--- config.mk ---
export PLATFORM = sky130hd
export DESIGN_NAME = system_fault_status_control
export DESIGN_NICKNAME = d
export VERILOG_FILES = /design/src/fault_pkg.sv /design/src/fault_flag_bank.sv /design/src/fault_route.sv /design/src/system_fault_status_control.sv
export VERILOG_INCLUDE_DIRS = /design/src
export SDC_FILE = /design/constraint.sdc
export NUM_CORES = 1
export LEC_CHECK = 0
export ABC_AREA = 1
export BUFFER_PORTS_ARGS = -buffer_cell sky130_fd_sc_hd__buf_4
export CORE_MARGIN = 1.5
export CORE_UTILIZATION = 49
export DETAILED_ROUTE_END_ITERATION = 8
export GPL_ROUTABILITY_DRIVEN = 0
export PLACE_DENSITY = 0.82
export SLEW_MARGIN = 20
export SYNTH_ARGS = -nofsm -noshare
export SYNTH_HDL_FRONTEND = slang
export SYNTH_HIERARCHICAL = 1
export SYNTH_SLANG_ARGS = --single-unit
--- constraint.sdc ---
create_clock -name clk_i -period 1 [get_ports clk_i]
set_clock_uncertainty 0.1 [all_clocks]
set_input_delay 0.05 -clock clk_i [delete_from_list [all_inputs] [get_ports clk_i]]
set_output_delay 0.05 -clock clk_i [all_outputs]
set_load 0.02 [all_outputs]
--- src/fault_regs.svh ---
// Operation
// - Handler control bits 18..16 enable usage, bus and memory fault handlers.
// - Bits 15..12 show supervisor call, bus, memory, usage pending; writes change them.
// - Bits 11,10,8,7,3,1,0 show active exceptions; writes change them.
// - A fault whose handler is disabled is taken as a hard fault.
// - Combined status decodes word, byte and halfword views at its three addresses.
// - Memory status bit 7 is 1 only while the fault address is valid.
// - Memory bit 4 set on stacking violation; no address captured.
// - Memory bit 3 set on unstacking violation; no address captured.
// - Memory bit 1 set on data access violation; address is captured.
// - Memory bit 0 set on fetch from no-execute region; no address captured.
// - Bus bit 7 set after addressed bus fault; later memory fault clears it.
// - Bus bit 4 set on stacking bus fault; no address captured.
// - Bus bit 3 set on unstacking bus fault; no address captured.
// - Bus bit 2 flags async data error; stays pending while priority blocks it.
// - A precise fault before the async handler leaves both flags set.
// - Bus bit 1 set on precise data error; address is captured.
// - Bus bit 0 set only when the faulting prefetched instruction issues.
// - Status flags other than bus bit 7 stay set until software writes 1 or reset.
`ifndef FAULT_REGS_SVH
`define FAULT_REGS_SVH

// ==========================================================
// Addresses
`define STATUS_ADDR      32'hE000ED28
`define MEM_STATUS_ADDR  32'hE000ED28
`define BUS_STATUS_ADDR  32'hE000ED29
`define USE_STATUS_ADDR  32'hE000ED2A
`define HCS_ADDR         32'hE000ED24

// ==========================================================
// Handler control field positions
`define HCS_USE_ENA      18
`define HCS_BUS_ENA      17
`define HCS_MEM_ENA      16
`define HCS_PEND_LSB     12
`define HCS_WRITE_MASK   32'h0007FD8B

// ==========================================================
// Status field positions and masks
`define ADDR_VALID_BIT   7
`define STK_BIT          4
`define UNSTK_BIT        3
`define ASYNC_BIT        2
`define PRECISE_BIT      1
`define FETCH_BIT        0
`define MEM_FLAG_MASK    8'h1B
`define BUS_FLAG_MASK    8'h1F
`define USE_FLAG_MASK    16'h030F
`define RESET_VALUE      32'h00000000

`endif

--- src/fault_pkg.sv ---
package fault_pkg;
  typedef enum logic [1:0] {
    SZ_BYTE = 2'h0,
    SZ_HALF = 2'h1,
    SZ_WORD = 2'h2
  } access_size_e;

  typedef logic [3:0] lane_t;
endpackage

--- src/fault_flag_bank.sv ---
`timescale 1ns/1ps
module fault_flag_bank #(
  parameter int               WIDTH     = 8,
  parameter logic [WIDTH-1:0] IMPL_MASK = '1
) (
  // Clock and reset
  input  wire logic             clk_i,
  input  wire logic             rstn_i,
  // Hardware set, software write-one clear
  input  wire logic [WIDTH-1:0] set_i,
  input  wire logic [WIDTH-1:0] clr_i,
  // Flags
  output logic      [WIDTH-1:0] flags_o
);
  // ==========================================================
  // One sticky bit per implemented position
  for (genvar i = 0; i < WIDTH; i++)
  begin : g_bit
    if (IMPL_MASK[i])
    begin : g_impl
      logic bit_q;
      always_ff @(posedge clk_i or negedge rstn_i)
      begin
        if (!rstn_i)
          bit_q <= 1'b0;
        else
          bit_q <= (bit_q & ~clr_i[i]) | set_i[i];
      end
      assign flags_o[i] = bit_q;
    end
    else
    begin : g_resv
      assign flags_o[i] = 1'b0;
    end
  end
endmodule // fault_flag_bank

--- src/fault_route.sv ---
`timescale 1ns/1ps
module fault_route (
  // Handler enables
  input  wire logic mem_ena_i,
  input  wire logic bus_ena_i,
  input  wire logic use_ena_i,
  // Fault events
  input  wire logic mem_evt_i,
  input  wire logic bus_sync_evt_i,
  input  wire logic bus_async_evt_i,
  input  wire logic use_evt_i,
  input  wire logic prio_block_i,
  // Routing
  output logic      mem_pend_o,
  output logic      bus_pend_o,
  output logic      use_pend_o,
  output logic      hard_o
);
  logic mem_hard;
  logic bus_hard;
  logic use_hard;

  // ==========================================================
  // Disabled or priority-blocked synchronous faults escalate
  always_comb
  begin
    mem_hard   = mem_evt_i & (~mem_ena_i | prio_block_i);
    bus_hard   = (bus_sync_evt_i & (~bus_ena_i | prio_block_i))
               | (bus_async_evt_i & ~bus_ena_i);
    use_hard   = use_evt_i & (~use_ena_i | prio_block_i);
    mem_pend_o = mem_evt_i & ~mem_hard;
    // Async error waits pending while priority blocks it
    bus_pend_o = (bus_sync_evt_i | bus_async_evt_i) & ~bus_hard;
    use_pend_o = use_evt_i & ~use_hard;
    hard_o     = mem_hard | bus_hard | use_hard;
  end
endmodule // fault_route

--- src/system_fault_status_control.sv ---
`timescale 1ns/1ps
`include "fault_regs.svh"
module system_fault_status_control (
  // Clock and reset
  input  wire logic                  clk_i,
  input  wire logic                  rstn_i,
  // Register access
  input  wire logic                  req_i,
  input  wire logic                  we_i,
  input  wire logic [31:0]           addr_i,
  input  wire fault_pkg::access_size_e size_i,
  input  wire logic [31:0]           wdata_i,
  output logic      [31:0]           rdata_o,
  output logic                       ack_o,
  output logic                       err_o,
  // Memory fault events
  input  wire logic                  memory_stacking_error_i,
  input  wire logic                  memory_unstacking_error_i,
  input  wire logic                  data_access_violation_i,
  input  wire logic                  fetch_access_violation_i,
  // Bus fault events
  input  wire logic                  bus_stacking_error_i,
  input  wire logic                  bus_unstacking_error_i,
  input  wire logic                  async_data_bus_error_i,
  input  wire logic                  sync_data_bus_error_i,
  input  wire logic                  fetch_bus_error_i,
  input  wire logic                  fetch_issue_i,
  // Usage fault events
  input  wire logic [15:0]           usage_cause_i,
  // Exception state from the pipeline
  input  wire logic                  prio_block_i,
  input  wire logic                  supervisor_call_pend_i,
  input  wire logic [3:0]            pend_clr_i,
  input  wire logic [6:0]            act_set_i,
  input  wire logic [6:0]            act_clr_i,
  // Handler state
  output logic                       usage_fault_enable_o,
  output logic                       bus_fault_enable_o,
  output logic                       memory_fault_enable_o,
  output logic      [3:0]            pending_o,
  output logic      [6:0]            active_o,
  output logic                       hard_fault_o,
  output logic                       memory_address_capture_o,
  output logic                       bus_address_capture_o
);
  import fault_pkg::*;

  // ==========================================================
  // Access decode
  lane_t       lanes;
  logic        aligned;
  logic        hit_status;
  logic        hit_hcs;
  logic        wr_status;
  logic        wr_hcs;
  logic [31:0] lane_mask;

  always_comb
  begin
    unique case (size_i)
      SZ_BYTE: lanes = lane_t'(4'h1 << addr_i[1:0]);
      SZ_HALF: lanes = addr_i[1] ? 4'hC : 4'h3;
      SZ_WORD: lanes = 4'hF;
      default: lanes = 4'h0;
    endcase
    unique case (size_i)
      SZ_BYTE: aligned = 1'b1;
      SZ_HALF: aligned = ~addr_i[0];
      SZ_WORD: aligned = addr_i[1:0] == 2'h0;
      default: aligned = 1'b0;
    endcase
  end

  // Word, byte and halfword views of the combined status
  assign hit_status = ({addr_i[31:2], 2'h0} == `STATUS_ADDR) && aligned;
  assign hit_hcs    = (addr_i == `HCS_ADDR) && (size_i == SZ_WORD);
  assign wr_status  = req_i & we_i & hit_status;
  assign wr_hcs     = req_i & we_i & hit_hcs;
  assign lane_mask  = {{8{lanes[3]}}, {8{lanes[2]}}, {8{lanes[1]}}, {8{lanes[0]}}};

  logic [31:0] clr_bits;
  assign clr_bits = wr_status ? (wdata_i & lane_mask) : 32'h0;

  // ==========================================================
  // Fault routing
  logic mem_evt;
  logic bus_sync_evt;
  logic fetch_bus_evt;
  logic use_evt;
  logic mem_pend_set;
  logic bus_pend_set;
  logic use_pend_set;
  logic hard_evt;

  assign fetch_bus_evt = fetch_bus_error_i & fetch_issue_i;
  assign mem_evt       = memory_stacking_error_i | memory_unstacking_error_i
                       | data_access_violation_i | fetch_access_violation_i;
  assign bus_sync_evt  = bus_stacking_error_i | bus_unstacking_error_i
                       | sync_data_bus_error_i | fetch_bus_evt;
  assign use_evt       = |(usage_cause_i & `USE_FLAG_MASK);

  fault_route u_route (
    .mem_ena_i       (memory_fault_enable_o),
    .bus_ena_i       (bus_fault_enable_o),
    .use_ena_i       (usage_fault_enable_o),
    .mem_evt_i       (mem_evt),
    .bus_sync_evt_i  (bus_sync_evt),
    .bus_async_evt_i (async_data_bus_error_i),
    .use_evt_i       (use_evt),
    .prio_block_i    (prio_block_i),
    .mem_pend_o      (mem_pend_set),
    .bus_pend_o      (bus_pend_set),
    .use_pend_o      (use_pend_set),
    .hard_o          (hard_evt)
  );

  // ==========================================================
  // Sticky cause flags
  logic [7:0]  mem_set;
  logic [7:0]  bus_set;
  logic [7:0]  mem_flags;
  logic [7:0]  bus_flags;
  logic [15:0] use_flags;

  always_comb
  begin
    mem_set                = 8'h00;
    mem_set[`STK_BIT]      = memory_stacking_error_i;
    mem_set[`UNSTK_BIT]    = memory_unstacking_error_i;
    mem_set[`PRECISE_BIT]  = data_access_violation_i;
    mem_set[`FETCH_BIT]    = fetch_access_violation_i;
    bus_set                = 8'h00;
    bus_set[`STK_BIT]      = bus_stacking_error_i;
    bus_set[`UNSTK_BIT]    = bus_unstacking_error_i;
    bus_set[`ASYNC_BIT]    = async_data_bus_error_i;
    bus_set[`PRECISE_BIT]  = sync_data_bus_error_i;
    bus_set[`FETCH_BIT]    = fetch_bus_evt;
  end

  // Async and precise flags are independent bits, so both can stand
  fault_flag_bank #(
    .WIDTH     (8),
    .IMPL_MASK (`MEM_FLAG_MASK)
  ) u_mem_flags (
    .clk_i   (clk_i),
    .rstn_i  (rstn_i),
    .set_i   (mem_set),
    .clr_i   (clr_bits[7:0]),
    .flags_o (mem_flags)
  );

  fault_flag_bank #(
    .WIDTH     (8),
    .IMPL_MASK (`BUS_FLAG_MASK)
  ) u_bus_flags (
    .clk_i   (clk_i),
    .rstn_i  (rstn_i),
    .set_i   (bus_set),
    .clr_i   (clr_bits[15:8]),
    .flags_o (bus_flags)
  );

  fault_flag_bank #(
    .WIDTH     (16),
    .IMPL_MASK (`USE_FLAG_MASK)
  ) u_use_flags (
    .clk_i   (clk_i),
    .rstn_i  (rstn_i),
    .set_i   (usage_cause_i),
    .clr_i   (clr_bits[31:16]),
    .flags_o (use_flags)
  );

  // ==========================================================
  // Address-valid flags
  logic mem_valid_q;
  logic bus_valid_q;

  always_ff @(posedge clk_i or negedge rstn_i)
  begin
    if (!rstn_i)
      mem_valid_q <= 1'b0;
    else if (data_access_violation_i)
      mem_valid_q <= 1'b1;
    else if (clr_bits[`ADDR_VALID_BIT])
      mem_valid_q <= 1'b0;
  end

  always_ff @(posedge clk_i or negedge rstn_i)
  begin
    if (!rstn_i)
      bus_valid_q <= 1'b0;
    else if (sync_data_bus_error_i)
      bus_valid_q <= 1'b1;
    else if (mem_evt || clr_bits[8 + `ADDR_VALID_BIT])
      bus_valid_q <= 1'b0;
  end

  always_ff @(posedge clk_i or negedge rstn_i)
  begin
    if (!rstn_i)
    begin
      memory_address_capture_o <= 1'b0;
      bus_address_capture_o    <= 1'b0;
    end
    else
    begin
      memory_address_capture_o <= data_access_violation_i;
      bus_address_capture_o    <= sync_data_bus_error_i;
    end
  end

  // ==========================================================
  // Handler enables
  always_ff @(posedge clk_i or negedge rstn_i)
  begin
    if (!rstn_i)
    begin
      usage_fault_enable_o  <= 1'b0;
      bus_fault_enable_o    <= 1'b0;
      memory_fault_enable_o <= 1'b0;
    end
    else if (wr_hcs)
    begin
      usage_fault_enable_o  <= wdata_i[`HCS_USE_ENA];
      bus_fault_enable_o    <= wdata_i[`HCS_BUS_ENA];
      memory_fault_enable_o <= wdata_i[`HCS_MEM_ENA];
    end
  end

  // ==========================================================
  // Pending and active state; hardware set wins over any clear
  logic [3:0] pend_set;
  assign pend_set = {supervisor_call_pend_i, bus_pend_set, mem_pend_set, use_pend_set};

  always_ff @(posedge clk_i or negedge rstn_i)
  begin
    if (!rstn_i)
      pending_o <= 4'h0;
    else if (wr_hcs)
      pending_o <= wdata_i[15:12] | pend_set;
    else
      pending_o <= (pending_o & ~pend_clr_i) | pend_set;
  end

  logic [6:0] act_wdata;
  assign act_wdata = {wdata_i[11:10], wdata_i[8:7], wdata_i[3], wdata_i[1:0]};

  always_ff @(posedge clk_i or negedge rstn_i)
  begin
    if (!rstn_i)
      active_o <= 7'h00;
    else if (wr_hcs)
      active_o <= act_wdata | act_set_i;
    else
      active_o <= (active_o & ~act_clr_i) | act_set_i;
  end

  always_ff @(posedge clk_i or negedge rstn_i)
  begin
    if (!rstn_i)
      hard_fault_o <= 1'b0;
    else
      hard_fault_o <= hard_evt;
  end

  // ==========================================================
  // Read data and answer
  logic [31:0] status_word;
  logic [31:0] hcs_word;
  logic [31:0] rdata_d;

  assign status_word = {use_flags, bus_valid_q, bus_flags[6:0], mem_valid_q, mem_flags[6:0]};
  // Whole word returned so software can read, modify and write
  assign hcs_word = {13'h0000, usage_fault_enable_o, bus_fault_enable_o,
                     memory_fault_enable_o, pending_o, active_o[6:5], 1'b0,
                     active_o[4:3], 3'h0, active_o[2], 1'b0, active_o[1:0]};

  always_comb
  begin
    rdata_d = `RESET_VALUE;
    if (req_i && !we_i && hit_status)
      rdata_d = status_word & lane_mask;
    else if (req_i && !we_i && hit_hcs)
      rdata_d = hcs_word & `HCS_WRITE_MASK;
  end

  always_ff @(posedge clk_i or negedge rstn_i)
  begin
    if (!rstn_i)
    begin
      rdata_o <= `RESET_VALUE;
      ack_o   <= 1'b0;
      err_o   <= 1'b0;
    end
    else
    begin
      rdata_o <= rdata_d;
      ack_o   <= req_i;
      err_o   <= req_i & ~hit_status & ~hit_hcs;
    end
  end

  // ==========================================================
  // Checks
  enable_write_a: assert property (@(posedge clk_i) disable iff (!rstn_i)
    wr_hcs |=> bus_fault_enable_o == $past(wdata_i[`HCS_BUS_ENA]))
    else $error("bus fault enable not taken from write");

  pend_write_a: assert property (@(posedge clk_i) disable iff (!rstn_i)
    wr_hcs && !pend_set[0] ##0 wdata_i[12] |=> pending_o[0])
    else $error("usage pending write lost");

  escalate_hard_a: assert property (@(posedge clk_i) disable iff (!rstn_i)
    (data_access_violation_i && !memory_fault_enable_o) |=> hard_fault_o && !$past(mem_pend_set))
    else $error("disabled memory fault not escalated");

  status_view_a: assert property (@(posedge clk_i) disable iff (!rstn_i)
    (req_i && !we_i && hit_status && size_i == SZ_BYTE && addr_i[1:0] == 2'h1)
    |=> rdata_o[31:16] == 16'h0000 && rdata_o[7:0] == 8'h00)
    else $error("bus byte view leaks other lanes");

  mem_valid_a: assert property (@(posedge clk_i) disable iff (!rstn_i)
    data_access_violation_i |=> mem_valid_q && memory_address_capture_o && mem_flags[1])
    else $error("memory address valid not set with capture");

  stack_nocap_a: assert property (@(posedge clk_i) disable iff (!rstn_i)
    (memory_stacking_error_i && !data_access_violation_i)
    |=> mem_flags[`STK_BIT] && !memory_address_capture_o)
    else $error("stacking fault flag or capture wrong");

  bus_valid_clear_a: assert property (@(posedge clk_i) disable iff (!rstn_i)
    (mem_evt && !sync_data_bus_error_i) |=> !bus_valid_q)
    else $error("memory fault did not clear bus address valid");

  fetch_issue_a: assert property (@(posedge clk_i) disable iff (!rstn_i)
    (!bus_flags[0] && !(fetch_bus_error_i && fetch_issue_i)) |=> !bus_flags[0])
    else $error("fetch bus error flagged without issue");

  both_flags_a: assert property (@(posedge clk_i) disable iff (!rstn_i)
    (async_data_bus_error_i ##1 !wr_status ##1 (sync_data_bus_error_i && !wr_status))
    |=> bus_flags[2] && bus_flags[1])
    else $error("async and precise flags not both held");

  sticky_hold_a: assert property (@(posedge clk_i) disable iff (!rstn_i)
    (bus_flags[3] && !clr_bits[11]) |=> bus_flags[3])
    else $error("sticky flag dropped without clear");

  w1c_clear_a: assert property (@(posedge clk_i) disable iff (!rstn_i)
    (clr_bits[4] && !memory_stacking_error_i) |=> !mem_flags[4])
    else $error("write one did not clear stacking flag");

  answer_a: assert property (@(posedge clk_i) disable iff (!rstn_i)
    req_i |=> ack_o ##1 (ack_o == $past(req_i)))
    else $error("register answer timing wrong");
endmodule // system_fault_status_control

==> reports/qor.csv, run 1 <==
stage,metric,value,unit
placement,DPL Wire Length,7690,um
logic_synthesis,Synth Warn #,6,
global_route,All-Layer GR Usage,60.0,%
timing,worst_ep kind,register data pin,
placement,port bufs,143,
clock_tree,CTS max path bufs,2,
global_route,global route overflow,7,
clock_tree,CTS buffer count,9,
floorplan,Initial Util,51.0,%
floorplan,Ports,167,
clock_tree,clock root cell,clkbuf_8,
floorplan,Die Span Y,90.2,um
logic_synthesis,Syn Area/Cell,7.26,um2
logic_synthesis,synthesized area,3720,um2
clock_tree,H-tree Lvls,3,
timing,worst setup endpoint GRT,u_use_flags/g_bit[9].g_impl.bit_q$_DFF_PN0_/D,
floorplan,Rows,31,
run_status,Failed at,5_1_grt,
run_status,outcome,stopped before the end,
logic_synthesis,Post-Syn Instances,513,
floorplan,die width,90.2,um
global_route,largest net degree at the start of global routing,69,
run_status,first error,[ERROR GRT-0232] Routing congestion too high. Check the congestion heatmap in the GUI.,
-- stage by stage --
step / worst slack [ns] / utilization, % / area, um2 / hold slack (ns) / std cells
floorplan: -0.305 / - / 3830 / -0.346 / 525
global placement: -0.431 / 69.9 / 5100 / -0.0221 / 765
detailed placement: -0.519 / 69.9 / 5100 / -0.0185 / 765
CTS: -0.0959 / 86.9 / 6340 / -0.187 / 855
-- timing repair --
item / 4_1_cts
gates resized for setup: 84
endpoints found under the hold margin: 104
setup endpoints to repair: 97
buffers inserted: 17
cloned: 1
hold buffers: 56
pin swaps: 6
-- routing by layer --
layer,track usage [%],overflow
met4,64.8,4
met2,86.0,3
met1,60.2,0
met5,0,0
met3,29.4,0
==> run 2: changes to the inputs <==
- CORE_UTILIZATION: 49 -> 40
- PLACE_DENSITY: 0.82 -> default
- PLACE_DENSITY_LB_ADDON: default -> 0.15
==> run 2 against run 1 <==
Compared with the run above: the flow now finishes, with violations (setup timing); synthesized cell count unchanged; area after synthesis unchanged.
==> reports/qor.csv, run 2 <==
stage,metric,value,unit
timing,TNS Setup,-1.32,ns
finish,area delta synth->final,73.4,%
power,Leak,3.45,nW
setup_path,worst path arrival time,1.22,ns
setup_path,CP Capture Type,flop,
finish,layout cells sized above 1,37.6,%
clock_tree,CTS Sinks,68,
setup_path,CP peak stage delay,0.20,ns
global_route,All-Layer GR Usage,23.4,%
setup_path,CP Launch Type,input pin,
timing,"Slew Viols, Final",0,
power,Max IR drop VDD,604,uV
timing,Final Cycle Share,109,%
route,1st-iter DRT viols,187,
timing,fmax,0.917,GHz
timing,Slew HR,66.6,%
clock_tree,H-tree Lvls,3,
setup_path,CP max-delay cell,nor2_8,
placement,placed insts,774,
global_route,largest net degree at the start of global routing,28,
clock_tree,clock root cell,clkbuf_8,
finish,register name with the most flops,rdata_o,
placement,port bufs,143,
run_status,failing checks,setup timing,
route,post-route ant nets,0,
power,Pwr Total,6.13,mW
timing,Min Hold Slack,0.0184,ns
logic_synthesis,synthesized area,3720,um2
setup_path,WP buf/inv,2,
run_status,outcome,finished with violations,
route,# DRC,0,
floorplan,Ports,167,
route,total number of vias,3984,
timing,final hold vios,0,
floorplan,Initial Util,40.9,%
finish,biggest regs,"rdata_o (32), active_o (7), u_use_flags/g_bit.g_impl.bit_q (6)",
finish,most frequent cells in the layout,"buf_4 (131), nand2_1 (106), inv_1 (101)",
placement,post-place instance area,5100,um2
power,Pwr per Cell Area,950,nW/um2
finish,Final Instance Count excl. Fillers,869,
logic_synthesis,Syn Area/Cell,7.26,um2
finish,fin nets,869,
finish,number of flip-flops in the largest register,32,
worst_hold_path,Worst Hold Class,input pin to flop,
clock_tree,CTS tree,done,
global_route,global route overflow,0,
setup_path,CP Class,input pin to flop,
timing,setup repair after global routing missed its margin,true,
timing,slack of the critical path,-0.0907,ns
finish,# fillers,702,
finish,"commonest non-fill, non-tap cell in the layout",buf_4,
clock_tree,CTS max path bufs,2,
clock_tree,clock-pin slew on the worst setup and hold paths,0.07,ns
global_route,initial antenna violation count,0,
finish,final design instance area without fill,6460,um2
logic_synthesis,Post-Syn Instances,513,
route,via/cell ratio,4.58,
route,drt pass-1 iters,5,
placement,worst setup slack after placement,-0.495,ns
setup_path,"most used cell, CP",nand2_1,
floorplan,Die Footprint,9890,um2
setup_path,Top delay family on crit path,simple AND/OR/NAND/NOR gates,
setup_path,crit-path cells,buf_4 > nor2_1 > nand2_1 > nor2_1 > nand2_2 > nor2_8 > nand2_8 > nor3_4 > inv_1 > nand2_1 > nand2_1,
finish,# diodes,0,
floorplan,Core Box Area,9110,um2
route,final WL,11600,um
clock_tree,CTS buffer count,9,
job,max_cap viols,0,
finish,utilization after layout,70.9,%
timing,Slew @ Worst Pin,0.498,ns
placement,DPL Wire Length,7540,um
timing,"Min Clock Period, post-route",1.09,ns
route,drt wl/cell,13.3,um
timing,final setup violation count,50,
global_route,vias in the first global route,3882,
floorplan,Rows,35,
floorplan,die width,99.5,um
global_route,first-pass GRT wire length,18000,um
logic_synthesis,Synth Warn #,6,
setup_path,Critical Path RT,1.13,ns
floorplan,Die Span Y,99.5,um
clock_tree,"Clk Latency, worst-skew pair",0.33,ns
setup_path,CP Max Fanout,8,
[run 2: routing by layer]
metal | up-vias | track usage (%) | routed length (um)
met5 | - | 0 | 0
met4 | 0 | 6.28 | 144
met3 | 12 | 3.79 | 682
met2 | 147 | 42.9 | 6090
met1 | 1846 | 28.5 | 4640
li1 | 1979 | - | -
[run 2: repair_timing]
action,in CTS,in global routing
pin swaps,8,7
hold buffers,59,0
gates cloned,2,0
setup buffers,16,2
setup endpoints to repair,85,103
resized for setup,92,25
endpoints found under the hold margin,104,0
[run 2: worst paths after layout]
| path | from | to | slack [ns] | cells after the start |
|---|---|---|---|---|
| worst max-delay path | addr_i[2] | u_use_flags/g_bit[8].g_impl.bit_q | -0.09 | 11 |
| worst min-delay path | usage_cause_i[2] | hard_fault_o | 0.02 | 5 |
| worst max register to register | bus_fault_enable_o | pending_o[2] | 0 | 5 |
| worst min register to register | u_use_flags/g_bit[3].g_impl.bit_q | u_use_flags/g_bit[3].g_impl.bit_q | 0.37 | 2 |
| max in group asynchronous | rstn_i | active_o[2] | 0.33 | 3 |
| min in group asynchronous | rstn_i | rdata_o[30] | 0.03 | 2 |
[run 2: power by group]
group / switching (mW) / internal (mW)
Combinational: 0.546 / 0.684
Clock: 1.07 / 1.03
Sequential: 0.0234 / 2.78
Total: 1.64 / 4.49
[run 2: cell type report]
cell class | count | area (um2) | share of cell area (%)
sequential | 68 | 1700 | 26.4
inverter | 116 | 453 | 7.02
timing repair buffer | 261 | 2430 | 37.6
clock buffer | 12 | 155 | 2.40
multi-input combinational | 297 | 1560 | 24.1
clock inverter | 4 | 23.8 | 0.368
tap | 111 | 139 | 2.15
[run 2: worst reg2reg max path: stages (launching register included)]
cell and delay (ns):
dfrtp_1 0.40, buf_4 0.15, nand2_1 0.08, a21oi_1 0.05
inv_1 0.05, nand3_1 0.06
Power figures use the tool's default switching activity.
==> run 3: changes to the inputs <==
- ABC_AREA: 1 -> default
- BUFFER_PORTS_ARGS: -buffer_cell sky130_fd_sc_hd__buf_4 -> default
- DONT_BUFFER_PORTS: default -> 1
==> run 3 against run 2 <==
Compared with the run above: die area fell by 4.2%; largest power group unchanged; design area decreased by 20%; total power fell by 2.0%; the run ends with hold timing, setup timing left.
==> reports/qor.csv, run 3 <==
stage,metric,value,unit
finish,fin nets,546,
timing,"Slew Viols, Final",0,
timing,final setup violation count,64,
power,Max IR drop VDD,543,uV
run_status,failing checks,"hold timing, setup timing",
global_route,first-pass GRT wire length,15900,um
clock_tree,clock-pin slew on the worst setup and hold paths,0.08,ns
setup_path,worst setup path end,u_use_flags/g_bit[0].g_impl.bit_q,
floorplan,Initial Util,41.0,%
setup_path,path depth of the worst reg2reg path,3,
logic_synthesis,Synth Warn #,6,
floorplan,Die Footprint,9470,um2
setup_path,Critical Path RT,1.14,ns
timing,fmax,0.821,GHz
route,drt pass-1 iters,4,
route,final WL,10000,um
floorplan,Core Box Area,8680,um2
setup_path,CP Max Fanout,6,
route,total number of vias,2919,
route,# DRC,0,
global_route,largest net degree at the start of global routing,69,
global_route,initial antenna violation count,0,
finish,# fillers,725,
global_route,All-Layer GR Usage,21.5,%
route,post-route ant nets,0,
clock_tree,H-tree Lvls,3,
finish,"commonest non-fill, non-tap cell in the layout",dfrtp_1,
global_route,vias in the first global route,3129,
clock_tree,CTS tree,done,
logic_synthesis,Post-Syn Instances,331,
finish,most frequent cells in the layout,"dfrtp_1 (68), buf_4 (49), dlygate4sd3_1 (42)",
timing,TNS Setup,-6.92,ns
floorplan,Die Span Y,97.3,um
setup_path,Reg-to-Reg End,rdata_o[14],
clock_tree,CTS buffer count,9,
finish,register name with the most flops,rdata_o,
setup_path,CP Launch Type,input pin,
run_status,outcome,finished with violations,
setup_path,Reg-to-Reg Start,pending_o[2],
power,Pwr per Cell Area,1160,nW/um2
finish,number of flip-flops in the largest register,32,
logic_synthesis,synthesized area,3560,um2
clock_tree,"Clk Latency, worst-skew pair",0.35,ns
finish,area delta synth->final,45.2,%
timing,final hold vios,79,
route,drt wl/cell,18.5,um
job,max_cap viols,0,
clock_tree,CTS Sinks,68,
setup_path,"reg-to-reg slack, setup",-0.10,ns
placement,DPL Wire Length,6740,um
setup_path,CP Class,input pin to flop,
logic_synthesis,Syn Area/Cell,10.8,um2
finish,biggest regs,"rdata_o (32), active_o (7), u_use_flags/g_bit.g_impl.bit_q (6)",
floorplan,Ports,167,
floorplan,die width,97.3,um
worst_hold_path,Worst Hold Class,input pin to asynchronous set/reset pin,
finish,# diodes,0,
timing,Min Hold Slack,-0.715,ns
timing,slack of the critical path,-0.218,ns
timing,Final Cycle Share,122,%
setup_path,worst path arrival time,1.36,ns
route,1st-iter DRT viols,112,
finish,layout cells sized above 1,36.6,%
clock_tree,clock root cell,clkbuf_8,
timing,"Min Clock Period, post-route",1.22,ns
power,Leak,2.24,nW
placement,port bufs,0,
clock_tree,CTS max path bufs,2,
route,via/cell ratio,5.38,
floorplan,Rows,34,
global_route,global route overflow,0,
setup_path,CP Capture Type,flop,
timing,setup repair after global routing missed its margin,true,
setup_path,worst setup path startpoint,size_i[0],
## run 3: power breakdown
| part | total (mW) | switching (mW) | internal (mW) |
|---|---|---|---|
| combinational | 0.573 | 0.239 | 0.334 |
| clock | 2.62 | 1.08 | 1.54 |
| sequential | 2.82 | 0.0384 | 2.78 |
## run 3: metal layers
layer | part of all wire (%) | up-vias | track usage [%]
met1 | 42 | 1445 | 26.8
met4 | 1.1 | 0 | 6.81
met3 | 6.4 | 9 | 6.19
met2 | 50 | 126 | 36.3
met5 | 0 | - | 0
li1 | - | 1339 | -
## run 3: layout make-up
class / count / area (um2) / area share [%]
clock buffers: 11 / 151 / 2.93
clock inverters: 5 / 83.8 / 1.62
inverters: 32 / 120 / 2.32
multi-input cells: 195 / 1760 / 34.1
flip-flops and latches: 68 / 1700 / 32.9
well taps: 108 / 135 / 2.61
repair buffers: 124 / 1220 / 23.5
## run 3: what timing repair did
| action | 4_1_cts | 5_1_grt |
|---|---|---|
| pin swaps | 32 | 19 |
| gates cloned | 2 | 0 |
| endpoints found under the setup margin | 64 | 66 |
| hold buffers | 39 | 3 |
| buffers inserted | 17 | 8 |
| gates resized for setup | 60 | 16 |
| hold endpoints to repair | 106 | 81 |
## run 3: worst min-delay path by stage
stage                start  slack [ns]  cells after the start          to
global placement    rstn_i       -0.34                      0  rdata_o[6]
finish              rstn_i       -0.71                      0  rdata_o[2]
global route        rstn_i       -0.74                      0  rdata_o[5]
detailed placement  rstn_i       -0.34                      0  rdata_o[6]
CTS                 rstn_i       -0.73                      0  rdata_o[6]
floorplan           rstn_i       -0.35                      0       ack_o
## run 3: metrics by stage
stage          cells  setup slack, ns  utilization [%]  cell area (um2)  total power [mW]
2_1_floorplan    343           -0.561                -             3700              3.12
3_5_place_dp     465           -0.611             45.8             3980              3.22
6_report         543           -0.218             59.6             5170              6.01
3_3_place_gp     465           -0.589             45.8             3980              3.22
4_1_cts          539           -0.199             59.0             5120              6.03
5_1_grt          543           -0.299             59.6             5170              6.25
## run 3: worst max-delay path, stage by stage
cell	delay [ns]
or3_4	0.40
a211oi_4	0.27
nand4_4	0.19
nor3b_2	0.22
inv_1	0.06
a21o_1	0.17
